$ cat src/include/timer8_pkg.sv
package timer8_pkg;
   // ==========================================
   // Register offsets (byte addresses on the plain register port)
   localparam logic [3:0] ADDR_CONTROL = 4'h0;  // Control: clock select, mode, action, force
   localparam logic [3:0] ADDR_COUNT   = 4'h1;  // Count value
   localparam logic [3:0] ADDR_COMPARE = 4'h2;  // Compare value (buffer or active)
   localparam logic [3:0] ADDR_FLAGS   = 4'h3;  // Flag register, write one to clear
   localparam logic [3:0] ADDR_MASK    = 4'h4;  // Interrupt mask register
   localparam logic [3:0] ADDR_ACTIVE  = 4'h5;  // Active compare value, read only

   // ==========================================
   // Control register fields
   localparam int CS_LSB    = 0;   // Clock select field, 3 bits
   localparam int WGM_LSB   = 3;   // Waveform mode field, 2 bits
   localparam int COM_LSB   = 5;   // Output action field, 2 bits
   localparam int FORCE_BIT = 7;   // Force match strobe, reads as zero

   // Flag and mask fields
   localparam int OVF_BIT   = 0;   // Overflow flag
   localparam int MATCH_BIT = 1;   // Compare match flag

   // ==========================================
   // Clock select codes
   localparam logic [2:0] CS_STOP  = 3'h0;
   localparam logic [2:0] CS_DIV1  = 3'h1;
   localparam logic [2:0] CS_DIV8  = 3'h2;
   localparam logic [2:0] CS_DIV64 = 3'h3;
   localparam logic [2:0] CS_DIV256  = 3'h4;
   localparam logic [2:0] CS_DIV1024 = 3'h5;
   localparam logic [2:0] CS_EXT_FALL = 3'h6;
   localparam logic [2:0] CS_EXT_RISE = 3'h7;

   // Waveform modes
   localparam logic [1:0] WGM_NORMAL = 2'h0;
   localparam logic [1:0] WGM_PC_PWM = 2'h1;
   localparam logic [1:0] WGM_CTC    = 2'h2;
   localparam logic [1:0] WGM_FAST   = 2'h3;

   // Count limits
   localparam logic [7:0] BOTTOM_VAL = 8'h00;
   localparam logic [7:0] MAX_VAL    = 8'hff;

   // Prescaler width (ten bits covers a divide by 1024)
   localparam int PRE_W = 10;
endpackage

$ cat src/hdl/timer8_single_compare_core.sv
// The address map and the plain strobed port were decided locally.
`timescale 1ns/10ps
module timer8_single_compare_core (
   input  wire logic       clock,          // 20 MHz system clock
   input  wire logic       srst,           // Synchronous reset, active high
   input  wire logic [3:0] addr,           // Register address
   input  wire logic [7:0] wdata,          // Write data
   input  wire logic       wr,             // Write strobe
   input  wire logic       rd,             // Read strobe
   output logic      [7:0] rdata,          // Read data, cycle after rd
   input  wire logic       ext_count_pin,  // External count pin
   input  wire logic       global_irq_en,  // Global enable from cpu_status_reg
   input  wire logic       overflow_ack,   // Overflow interrupt executed
   input  wire logic       match_ack,      // Compare interrupt executed
   input  wire logic       port_value,     // General port output value
   input  wire logic       port_dir,       // Port direction bit
   output logic            overflow_irq,   // Overflow interrupt request
   output logic            compare_irq,    // Compare interrupt request
   output logic            bottom_ind,     // Counter at bottom
   output logic            max_ind,        // Counter at max
   output logic            pin_out,        // Wave pin level
   output logic            pin_oe          // Wave pin output enable
);

   // ==========================================
   // State
   typedef enum logic [1:0] {
      DIR_UP   = 2'b00,  // Counting up
      DIR_DOWN = 2'b01   // Counting down (phase correct only)
   } dir_e;

   typedef struct packed {
      logic [2:0]                      clock_select_field;
      logic [1:0]                      waveform_mode_field;
      logic [1:0]                      output_action_field;
      logic [7:0]                      count_value_reg;
      logic [7:0]                      compare_value_reg;  // Active compare
      logic [7:0]                      compare_buffer;     // Double buffer
      logic [1:0]                      irq_flag_reg;
      logic [1:0]                      irq_mask_reg;
      logic                            wave_output;
      dir_e                            dir;
      logic                            block_match;        // Match blocked next tick
      logic                            match_pending;      // Match seen, flag at next tick
      logic [timer8_pkg::PRE_W-1:0]    prescale;
      logic                            pin_sync1;
      logic                            pin_sync2;
      logic                            pin_prev;
      logic [7:0]                      rdata;
   } state_s;

   state_s st;        // Registered state
   state_s next_st;   // Next state

   // ==========================================
   // Combinational helpers
   logic       pwm_mode;    // Either PWM mode active
   logic       tick;        // Timer tick enable
   logic [7:0] top_val;     // Top of the count sequence
   logic       match_now;   // Comparator equal
   logic       wave_match;  // Match applied to waveform
   logic       force_now;   // Force strobe this cycle
   logic       cnt_write;   // Host writes count this cycle
   logic       ovf_event;   // Overflow flag set this cycle

   // Mode decode
   always_comb begin
      pwm_mode = (st.waveform_mode_field == timer8_pkg::WGM_PC_PWM) ||
                 (st.waveform_mode_field == timer8_pkg::WGM_FAST);
      // Top is compare only in clear-on-match mode
      top_val  = (st.waveform_mode_field == timer8_pkg::WGM_CTC) ?
                 st.compare_value_reg : timer8_pkg::MAX_VAL;
      match_now = (st.count_value_reg == st.compare_value_reg);
      cnt_write = wr && (addr == timer8_pkg::ADDR_COUNT);
      force_now = wr && (addr == timer8_pkg::ADDR_CONTROL) &&
                  wdata[timer8_pkg::FORCE_BIT] && !pwm_mode;
      // Overflow event per mode; phase correct flags at the bottom turn
      ovf_event = tick && ((st.waveform_mode_field == timer8_pkg::WGM_PC_PWM) ?
                  (st.dir == DIR_DOWN && st.count_value_reg == timer8_pkg::BOTTOM_VAL) :
                  (st.count_value_reg == timer8_pkg::MAX_VAL));
   end

   // Tick select: prescaler taps or synchronised pin edges
   always_comb begin
      unique case (st.clock_select_field)
         timer8_pkg::CS_STOP:     tick = 1'b0;
         timer8_pkg::CS_DIV1:     tick = 1'b1;
         timer8_pkg::CS_DIV8:     tick = (st.prescale[2:0] == 3'h7);
         timer8_pkg::CS_DIV64:    tick = (st.prescale[5:0] == 6'h3f);
         timer8_pkg::CS_DIV256:   tick = (st.prescale[7:0] == 8'hff);
         timer8_pkg::CS_DIV1024:  tick = (st.prescale == 10'h3ff);
         // Edges come from the second sync stage only, never the first
         timer8_pkg::CS_EXT_FALL: tick = st.pin_prev && !st.pin_sync2;
         timer8_pkg::CS_EXT_RISE: tick = !st.pin_prev && st.pin_sync2;
      endcase
   end

   // Match as the waveform sees it: on a tick, unless blocked by a count write
   assign wave_match = tick && st.match_pending && !st.block_match;

   // ==========================================
   // Next state
   always_comb begin
      next_st = st;
      next_st.rdata = 8'h00;
      // Prescaler runs free; a shared divider, so phase is not reset per select
      // Limitation: the first divided tick after a select change may come early
      next_st.prescale = st.prescale + 10'h001;
      // Two-stage synchroniser then edge history
      next_st.pin_sync1 = ext_count_pin;
      next_st.pin_sync2 = st.pin_sync1;
      next_st.pin_prev  = st.pin_sync2;

      // Comparator result latched; flag follows on the next tick.
      // A count write blocks the match seen at the first tick after it,
      // so a counter loaded equal to the compare raises no flag at start.
      if (tick) begin
         next_st.match_pending = match_now && !st.block_match;
         next_st.block_match   = 1'b0;
      end

      // Count sequence on tick
      if (tick) begin
         unique case (st.waveform_mode_field)
            timer8_pkg::WGM_NORMAL, timer8_pkg::WGM_FAST: begin
               next_st.count_value_reg = st.count_value_reg + 8'h01;
               if (st.count_value_reg == timer8_pkg::MAX_VAL) begin
                  next_st.irq_flag_reg[timer8_pkg::OVF_BIT] = 1'b1;
               end
            end
            timer8_pkg::WGM_CTC: begin
               if (st.count_value_reg == top_val) begin
                  next_st.count_value_reg = timer8_pkg::BOTTOM_VAL;
               end else begin
                  next_st.count_value_reg = st.count_value_reg + 8'h01;
               end
               if (st.count_value_reg == timer8_pkg::MAX_VAL) begin
                  next_st.irq_flag_reg[timer8_pkg::OVF_BIT] = 1'b1;
               end
            end
            timer8_pkg::WGM_PC_PWM: begin
               // Dual slope: turn at max, turn at bottom and flag overflow
               if (st.dir == DIR_UP) begin
                  if (st.count_value_reg == top_val) begin
                     next_st.dir = DIR_DOWN;
                     next_st.count_value_reg = st.count_value_reg - 8'h01;
                  end else begin
                     next_st.count_value_reg = st.count_value_reg + 8'h01;
                  end
               end else begin
                  if (st.count_value_reg == timer8_pkg::BOTTOM_VAL) begin
                     next_st.dir = DIR_UP;
                     next_st.count_value_reg = st.count_value_reg + 8'h01;
                     next_st.irq_flag_reg[timer8_pkg::OVF_BIT] = 1'b1;
                  end else begin
                     next_st.count_value_reg = st.count_value_reg - 8'h01;
                  end
               end
            end
         endcase
         // Buffer copy at top or bottom in PWM modes
         if (pwm_mode && ((st.count_value_reg == top_val) ||
                          (st.count_value_reg == timer8_pkg::BOTTOM_VAL))) begin
            next_st.compare_value_reg = st.compare_buffer;
         end
      end
      if (st.waveform_mode_field != timer8_pkg::WGM_PC_PWM) begin
         next_st.dir = DIR_UP;
      end

      // Waveform output; action read live, no buffering
      if (wave_match || force_now) begin
         unique case (st.output_action_field)
            2'h0: next_st.wave_output = st.wave_output;
            2'h1: next_st.wave_output = pwm_mode ? st.wave_output : !st.wave_output;
            2'h2: next_st.wave_output = pwm_mode &&
                                        (st.dir == DIR_DOWN) ? 1'b1 : 1'b0;
            2'h3: next_st.wave_output = pwm_mode &&
                                        (st.dir == DIR_DOWN) ? 1'b0 : 1'b1;
         endcase
      end else if (tick && st.waveform_mode_field == timer8_pkg::WGM_FAST &&
                   st.count_value_reg == timer8_pkg::MAX_VAL &&
                   st.output_action_field[1]) begin
         // Fast PWM restores the idle level when the count wraps to bottom
         next_st.wave_output = !st.output_action_field[0];
      end

      // Match flag set from hardware; only real matches, never force
      if (wave_match) begin
         next_st.irq_flag_reg[timer8_pkg::MATCH_BIT] = 1'b1;
      end

      // Interrupt acknowledge; a new set in the same cycle wins
      if (match_ack && !wave_match) begin
         next_st.irq_flag_reg[timer8_pkg::MATCH_BIT] = 1'b0;
      end
      // One overflow event feeds the set and both clears, so set wins in every mode
      if (overflow_ack && !ovf_event) begin
         next_st.irq_flag_reg[timer8_pkg::OVF_BIT] = 1'b0;
      end

      // Host writes
      if (wr) begin
         unique case (addr)
            timer8_pkg::ADDR_CONTROL: begin
               // Mode change leaves wave_output alone
               next_st.clock_select_field  = wdata[timer8_pkg::CS_LSB +: 3];
               next_st.waveform_mode_field = wdata[timer8_pkg::WGM_LSB +: 2];
               next_st.output_action_field = wdata[timer8_pkg::COM_LSB +: 2];
            end
            timer8_pkg::ADDR_COUNT: begin
               next_st.count_value_reg = wdata;
               next_st.block_match     = 1'b1;
               next_st.match_pending   = 1'b0;
            end
            timer8_pkg::ADDR_COMPARE: begin
               if (pwm_mode) begin
                  next_st.compare_buffer = wdata;
               end else begin
                  next_st.compare_value_reg = wdata;
                  next_st.compare_buffer    = wdata;
               end
            end
            timer8_pkg::ADDR_FLAGS: begin
               // Write one clears, but a same-cycle hardware set wins
               if (wdata[timer8_pkg::MATCH_BIT] && !wave_match) begin
                  next_st.irq_flag_reg[timer8_pkg::MATCH_BIT] = 1'b0;
               end
               if (wdata[timer8_pkg::OVF_BIT] && !ovf_event) begin
                  next_st.irq_flag_reg[timer8_pkg::OVF_BIT] = 1'b0;
               end
            end
            timer8_pkg::ADDR_MASK: next_st.irq_mask_reg = wdata[1:0];
            default: ;
         endcase
      end

      // Host reads, data in the following cycle
      if (rd) begin
         unique case (addr)
            timer8_pkg::ADDR_CONTROL: next_st.rdata = {1'b0, st.output_action_field,
                                                       st.waveform_mode_field,
                                                       st.clock_select_field};
            timer8_pkg::ADDR_COUNT:   next_st.rdata = st.count_value_reg;
            timer8_pkg::ADDR_COMPARE: next_st.rdata = pwm_mode ? st.compare_buffer
                                                               : st.compare_value_reg;
            timer8_pkg::ADDR_FLAGS:   next_st.rdata = {6'h00, st.irq_flag_reg};
            timer8_pkg::ADDR_MASK:    next_st.rdata = {6'h00, st.irq_mask_reg};
            timer8_pkg::ADDR_ACTIVE:  next_st.rdata = st.compare_value_reg;
            default:                  next_st.rdata = 8'h00;
         endcase
      end
   end

   // ==========================================
   // State register
   // Synchronous reset clears all state, the waveform register included
   always_ff @(posedge clock) begin
      if (srst) begin
         st <= '0;
      end else begin
         st <= next_st;
      end
   end

   // ==========================================
   // Outputs
   assign rdata        = st.rdata;
   assign bottom_ind   = (st.count_value_reg == timer8_pkg::BOTTOM_VAL);
   assign max_ind      = (st.count_value_reg == timer8_pkg::MAX_VAL);
   assign compare_irq  = st.irq_flag_reg[timer8_pkg::MATCH_BIT] &&
                         st.irq_mask_reg[timer8_pkg::MATCH_BIT] && global_irq_en;
   assign overflow_irq = st.irq_flag_reg[timer8_pkg::OVF_BIT] &&
                         st.irq_mask_reg[timer8_pkg::OVF_BIT] && global_irq_en;
   // Pin source switch is independent of the waveform mode
   assign pin_out = (st.output_action_field != 2'h0) ? st.wave_output : port_value;
   assign pin_oe  = port_dir;
endmodule

$ cat config.mk
export PLATFORM = sky130hd
export DESIGN_NAME = timer8_single_compare_core
export DESIGN_NICKNAME = d
export VERILOG_FILES = /design/src/include/timer8_pkg.sv /design/src/hdl/timer8_single_compare_core.sv
export SDC_FILE = /design/constraint.sdc
export NUM_CORES = 1
export LEC_CHECK = 0
export CORE_ASPECT_RATIO = 0.8
export CORE_MARGIN = 4
export CORE_UTILIZATION = 56
export DETAILED_ROUTE_END_ITERATION = 10
export DONT_BUFFER_PORTS = 1
export PLACE_DENSITY = 0.71
export REMOVE_ABC_BUFFERS = 1
export SYNTH_ARGS = -nofsm -noshare
export SYNTH_HDL_FRONTEND = slang
export SYNTH_SLANG_ARGS = --single-unit
$ cat constraint.sdc
create_clock -name clock -period 3.11 [get_ports clock]
set_input_delay 0.622 -clock clock [delete_from_list [all_inputs] [get_ports clock]]
set_output_delay 0.622 -clock clock [all_outputs]
set_load 0.1 [all_outputs]
# After elaboration in Yosys (flattened, before gate mapping)
# Index checks and enable logic that the tools add are counted.
[totals]
register_bits = 61
ram_bits = 0
latch_bits = 0
inputBits = 22
elab_cells = 144
memories = 0
out_inout_bits = 14
mem_bits_ro = 0
[op_classes]
add_sub_neg = 3
reduce_logical = 52
order_cmp = 0
bitwise = 1
n_mul = 0
shift = 0
n_mux = 41
eq_ne = 30
div = 0
[ops]
columns = ["operator", "n"]
rows = [
  ["$mux W8", 9],
  ["$pmux W8 S6", 1],
  ["$mux W16", 2],
  ["$mux W28", 1],
  ["$pmux W8 S3", 1],
  ["$logic_and A1 B1 Y1", 23],
  ["$eq A8 B8 Y1", 2],
  ["$eq A8 B8 Y1 const B", 2],
  ["$mux W1", 16],
  ["$mux W2", 8],
  ["$eq A3 B3 Y1 const B", 5],
  ["$add A10 B1 Y10 const B", 1],
  ["$eq A10 B10 Y1 const B", 1],
  ["$add A8 B1 Y8 const B", 1],
  ["$eq A2 B2 Y1 const B", 4],
  ["$eq A4 B2 Y1 const B", 2],
  ["$eq A4 B3 Y1 const B", 2],
  ["$logic_not A1 Y1", 8],
  ["$logic_not A8 Y1", 1],
  ["$pmux W1 S8", 1],
  ["$sub A8 B1 Y8 const B", 1],
  ["$eq A2 B1 Y1 const B", 3],
  ["$eq A3 B2 Y1 const B", 2],
  ["$eq A6 B6 Y1 const B", 1],
  ["other kinds (18)", 29],
]

# Depth between registers and ports, before layout
[logic_depth]
word_depth = 11
depth_mapped = 9
mapped_depth_nobuf = 9

# Worst setup path after synthesis
# Ideal clock, no wire load.
[synth_path]
path_kind = "reg2reg"
from = "reg st[51] in the netlist's numbering"
to = "reg st[51] in the netlist's numbering"
slack_ns = 0.326
setup_ns = 0.091
arrival_time_ns = 2.693
path_stages_with_launch = 10
n_path_buf = 1
t_required_ns = 3.019
period_less_slack_ns = 2.784
cell_sequence = "dfxtp_1 > buf_2 > nor4_2 > nand3_1 > inv_1 > nor2_1 > a311o_1 > a211oi_1 > o21ai_1 > a311oi_1"
[synth_between]
elab_chain_cells = 7
word_cells_on_any_way = 12
cone_classes = "add/sub: 2; eq/ne: 1; mux: 8; reduce/logical: 1"
[synth_rtl]
columns = ["item", "line", "text"]
rows = [
  ["start: declaration", "timer8_single_compare_core.sv:52", "state_s st;"],
  ["start signal: assignment", "timer8_single_compare_core.sv:262", "st <= next_st;"],
  ["$logic_not A8 Y1 *", "--", ""],
  ["via bottom_ind", "timer8_single_compare_core.sv:19", "output logic bottom_ind,"],
  ["$mux W8 *", "timer8_single_compare_core.sv:151", "if (st.count_value_reg == timer8_pkg::BOTTOM_VAL) begin"],
  ["$mux W8 *", "timer8_single_compare_core.sv:143", "if (st.dir == DIR_UP) begin"],
  ["$pmux W8 S3 *", "timer8_single_compare_core.sv:124", "unique case (st.waveform_mode_field)"],
  ["$mux W16 *", "timer8_single_compare_core.sv:123", "if (tick) begin"],
  ["$mux W8", "timer8_single_compare_core.sv:204", "unique case (addr)"],
  ["$mux W28 *", "timer8_single_compare_core.sv:203", "if (wr) begin"],
]
# The timed path passes the listed nets; every way through them passes the cells marked *.
# A chain may end at the register's enable or synchronous reset.

# Worst setup path in the final report
[layout_path]
from = "reg st[46] in the netlist's numbering"
to = "out max_ind"
[layout_between]
elab_chain_cells = 1
[layout_rtl]
columns = ["item", "line", "text"]
rows = [
  ["$eq A8 B8 Y1", "timer8_single_compare_core.sv:270", "assign max_ind = (st.count_value_reg == timer8_pkg::MAX_VAL);"],
  ["end: declaration", "timer8_single_compare_core.sv:20", "output logic max_ind,"],
]
# No other way between the ends.

==> results.sh <==
export IMPL_status="finished clean"
export IMPL_clock_sinks=60
export IMPL_final_max_slew_viol_count=0
export IMPL_cts_tree="done"
export IMPL_holdWs_ns=0.3288
export IMPL_worst_slew_pin_transition_ns=0.9873
export IMPL_ys_seq_area_share_pct=35.02
export IMPL_route_detailed_drc=0
export IMPL_critPathKind="register to primary output"
export IMPL_rsz0062_at_grt="no"
export IMPL_drv_cap=0
export IMPL_cp_common_cell="and3_1"
export IMPL_setup_viol=0
export IMPL_syn_avg_cell_area_um2=8.185
export IMPL_row_count=25
export IMPL_skew_ns=0.01208
export IMPL_h_tree_depth=3
export IMPL_via_count=3202
export IMPL_synthFlopType="dfxtp_1"
export IMPL_start_util_pct=58.01
export IMPL_cp_slowest_cell="dfxtp_1"
export IMPL_overflow=0
export IMPL_nNetsFinal=445
export IMPL_grt_max_degree=46
export IMPL_switching_share_pct=27.08
export IMPL_p_per_area_nw_per_um2=474.5
export IMPL_cts_setup_buffers=0
export IMPL_mostFrequentLayoutCell="nor2_1"
export IMPL_cts_clk_slew_worst_paths_ns=0.07
export IMPL_post_drt_wl_per_cell_um=19.90
export IMPL_viasPerCell=6.404
export IMPL_drt_pass1_iterations=5
export IMPL_finalCritPeriodShare_pct=87.51
export IMPL_drt_iter0_drc=286
export IMPL_place_hpwl_um=7007
export IMPL_synth_top_cell_area_share_pct=35.02
export IMPL_synth_seq_cells=60
export IMPL_synth_warning_count=0
export IMPL_fin_crit_ns=2.722
export IMPL_ys_top_cells_by_area="dfxtp_1, mux2i_1, nor2_1, nand2_1, ha_1"
export IMPL_syn_area_um2=3430
export IMPL_root_buffer="clkbuf_8"
export IMPL_power_switching_uw=474.2
export IMPL_cpPeakStageDelay_ns=0.52
export IMPL_grt_pass1_wl_um=16390
export IMPL_clockBufferDepth=2
export IMPL_r2r_setup_slack_ns=0.40
export IMPL_area_growth_pct=7.625
export IMPL_yosysUniqueCellTypes=55
export IMPL_drive_above_1_share_pct=9.308
export IMPL_postCtsHoldBufs=0
export IMPL_yosysTopAreaCell="dfxtp_1"
export IMPL_leakage_uw=0.001289
export IMPL_intPower_uw=1277
export IMPL_worstPathMaxFanout=9
export IMPL_dp_cells=485
export IMPL_drtAntennaViolNets=0
export IMPL_die_h_um=78.00
export IMPL_gp_congestion=0.9710
export IMPL_slew_headroom_pct=33.62
export IMPL_syn_inst=419
export IMPL_wirelength_um=9948
export IMPL_worstHoldPathType="input pin to register"
export IMPL_synth_edf_count=0
export IMPL_cts_buffers=9
export IMPL_clk_latency_ns=0.36
export IMPL_grt_pass1_vias=3083
export IMPL_dieArea_um2=7448
export IMPL_cts_resized=0
export IMPL_worstSetupStartpointType="register"
export IMPL_grt_total_usage_pct=28.65
export IMPL_hold_viol=0
export IMPL_antenna_found_initial=0
export IMPL_antenna_cells=0
export IMPL_crit_arrival_ns=2.10
export IMPL_io_pins=36
export IMPL_p_seq_share_pct=46.3
export IMPL_io_buffer_count=0
export IMPL_mostFrequentLayoutCells="nor2_1, dfxtp_1, nand2_1"
export IMPL_die_x_um=95.50
export IMPL_placed_area_um2=3481
export IMPL_worst_setup_path_end_kind="primary output"
export IMPL_core_um2=5912
export IMPL_final_cells=500
export IMPL_fmax_ghz=0.3674
export IMPL_required_ns=2.49
export IMPL_irDropWorstVdd_uv=265.5
export IMPL_comb_power_share_pct=10.4
export IMPL_crit_chain="ha_1 -> and3_1 -> and3_1 -> and3_1 -> buf_4"
export IMPL_ys_async_sr_fraction_pct=0
export IMPL_fillers=529
export IMPL_final_area_um2=3691
export IMPL_p_clk_share_pct=43.3
export IMPL_finalSetupTns_ns=0
-- per-stage QoR --
stage | worst slack, ns | utilization (%) | total power, µW
final | 0.3883 | 62.43 | 1751
after global routing | 0.2088 | 62.43 | 1809
after CTS | 0.4049 | 62.43 | 1757
after detailed placement | 0.4380 | 58.88 | 1005
after global placement | 0.5007 | 58.88 | 1004
after floorplan | 0.3618 | - | 959.9
-- synthesized netlist by cell type (2+ instances only) --
cell type	number
or3_1	4
nand4_1	4
mux2_2	4
clkbuf_1	14
a222oi_1	5
a2111o_1	2
nand2b_1	8
o21ai_1	9
o31ai_1	4
xnor2_1	5
a211oi_1	5
nor2_1	62
inv_1	16
nor4_1	6
o41ai_1	2
nand3_1	13
a31oi_1	8
o22ai_1	5
o21ai_0	15
a221oi_1	2
o2111ai_1	3
xor2_1	4
and3_1	8
a311oi_1	4
nand3b_1	4
nand2_1	35
a21oi_1	12
nor2b_1	11
dfxtp_1	60
buf_2	4
buf_4	9
a41oi_1	2
ha_1	8
mux2i_1	27
nor3_1	15
-- worst max-delay path: cells and delay by family, from the launching register on --
family	cells	cell delay (ns)
adders and majority gates	1	0.27
buffers and inverters	1	0.31
DFF	1	0.52
and+or+nand+nor	3	0.65
-- cell type report --
| cell class | instances | area, µm² | area share, % |
|---|---|---|---|
| well taps | 81 | 101.3 | 2.746 |
| repair buffers | 12 | 90.09 | 2.441 |
| clock buffers | 12 | 165.2 | 4.475 |
| inverters | 16 | 60.06 | 1.627 |
| flip-flops and latches | 60 | 1201 | 32.54 |
| clock inverters | 3 | 45.04 | 1.220 |
| multi-input cells | 316 | 2028 | 54.95 |
-- state kept, by name, indices dropped and copies added, names as in the netlist --
register	cells
next_st	2
st	50
rdata	8
-- worst paths after layout --
path | start | cells past startpoint | endpoint
setup / recovery | st[46] | 5 | max_ind
hold / removal | srst | 1 | st[58]
setup reg to reg | st[49] | 7 | st[51]
hold reg to reg | next_st[9] | 1 | next_st[8]
-- power groups by stage --
stage               Clock, µW  Sequential (µW)  Combinational [µW]
floorplan                   0              820                 140
global placement            0              826                 178
detailed placement          0              826                 179
CTS                       768              809                 180
global route              801              812                 196
finish                    759              810                 182
-- layer usage --
metal / vias up / wire length (µm) / track usage (%)
li1: 1509 / - / -
met1: 1521 / 4435 / 40.24
met2: 154 / 4451 / 42.00
met3: 18 / 930 / 7.655
met4: 0 / 131 / 10.09
met5: - / 0 / 0
-- cell families after synthesis --
group | Yosys count | synth area share, %
adders and majority gates | 8 | 2.919
and+or+nand+nor | 179 | 26.01
AOI/OAI and AO/OA | 89 | 18.72
buffers and inverters | 43 | 5.837
muxes | 31 | 9.194
DFF | 60 | 35.02
xor gates and xnor gates | 9 | 2.298
Power figures use the tool's default switching activity.
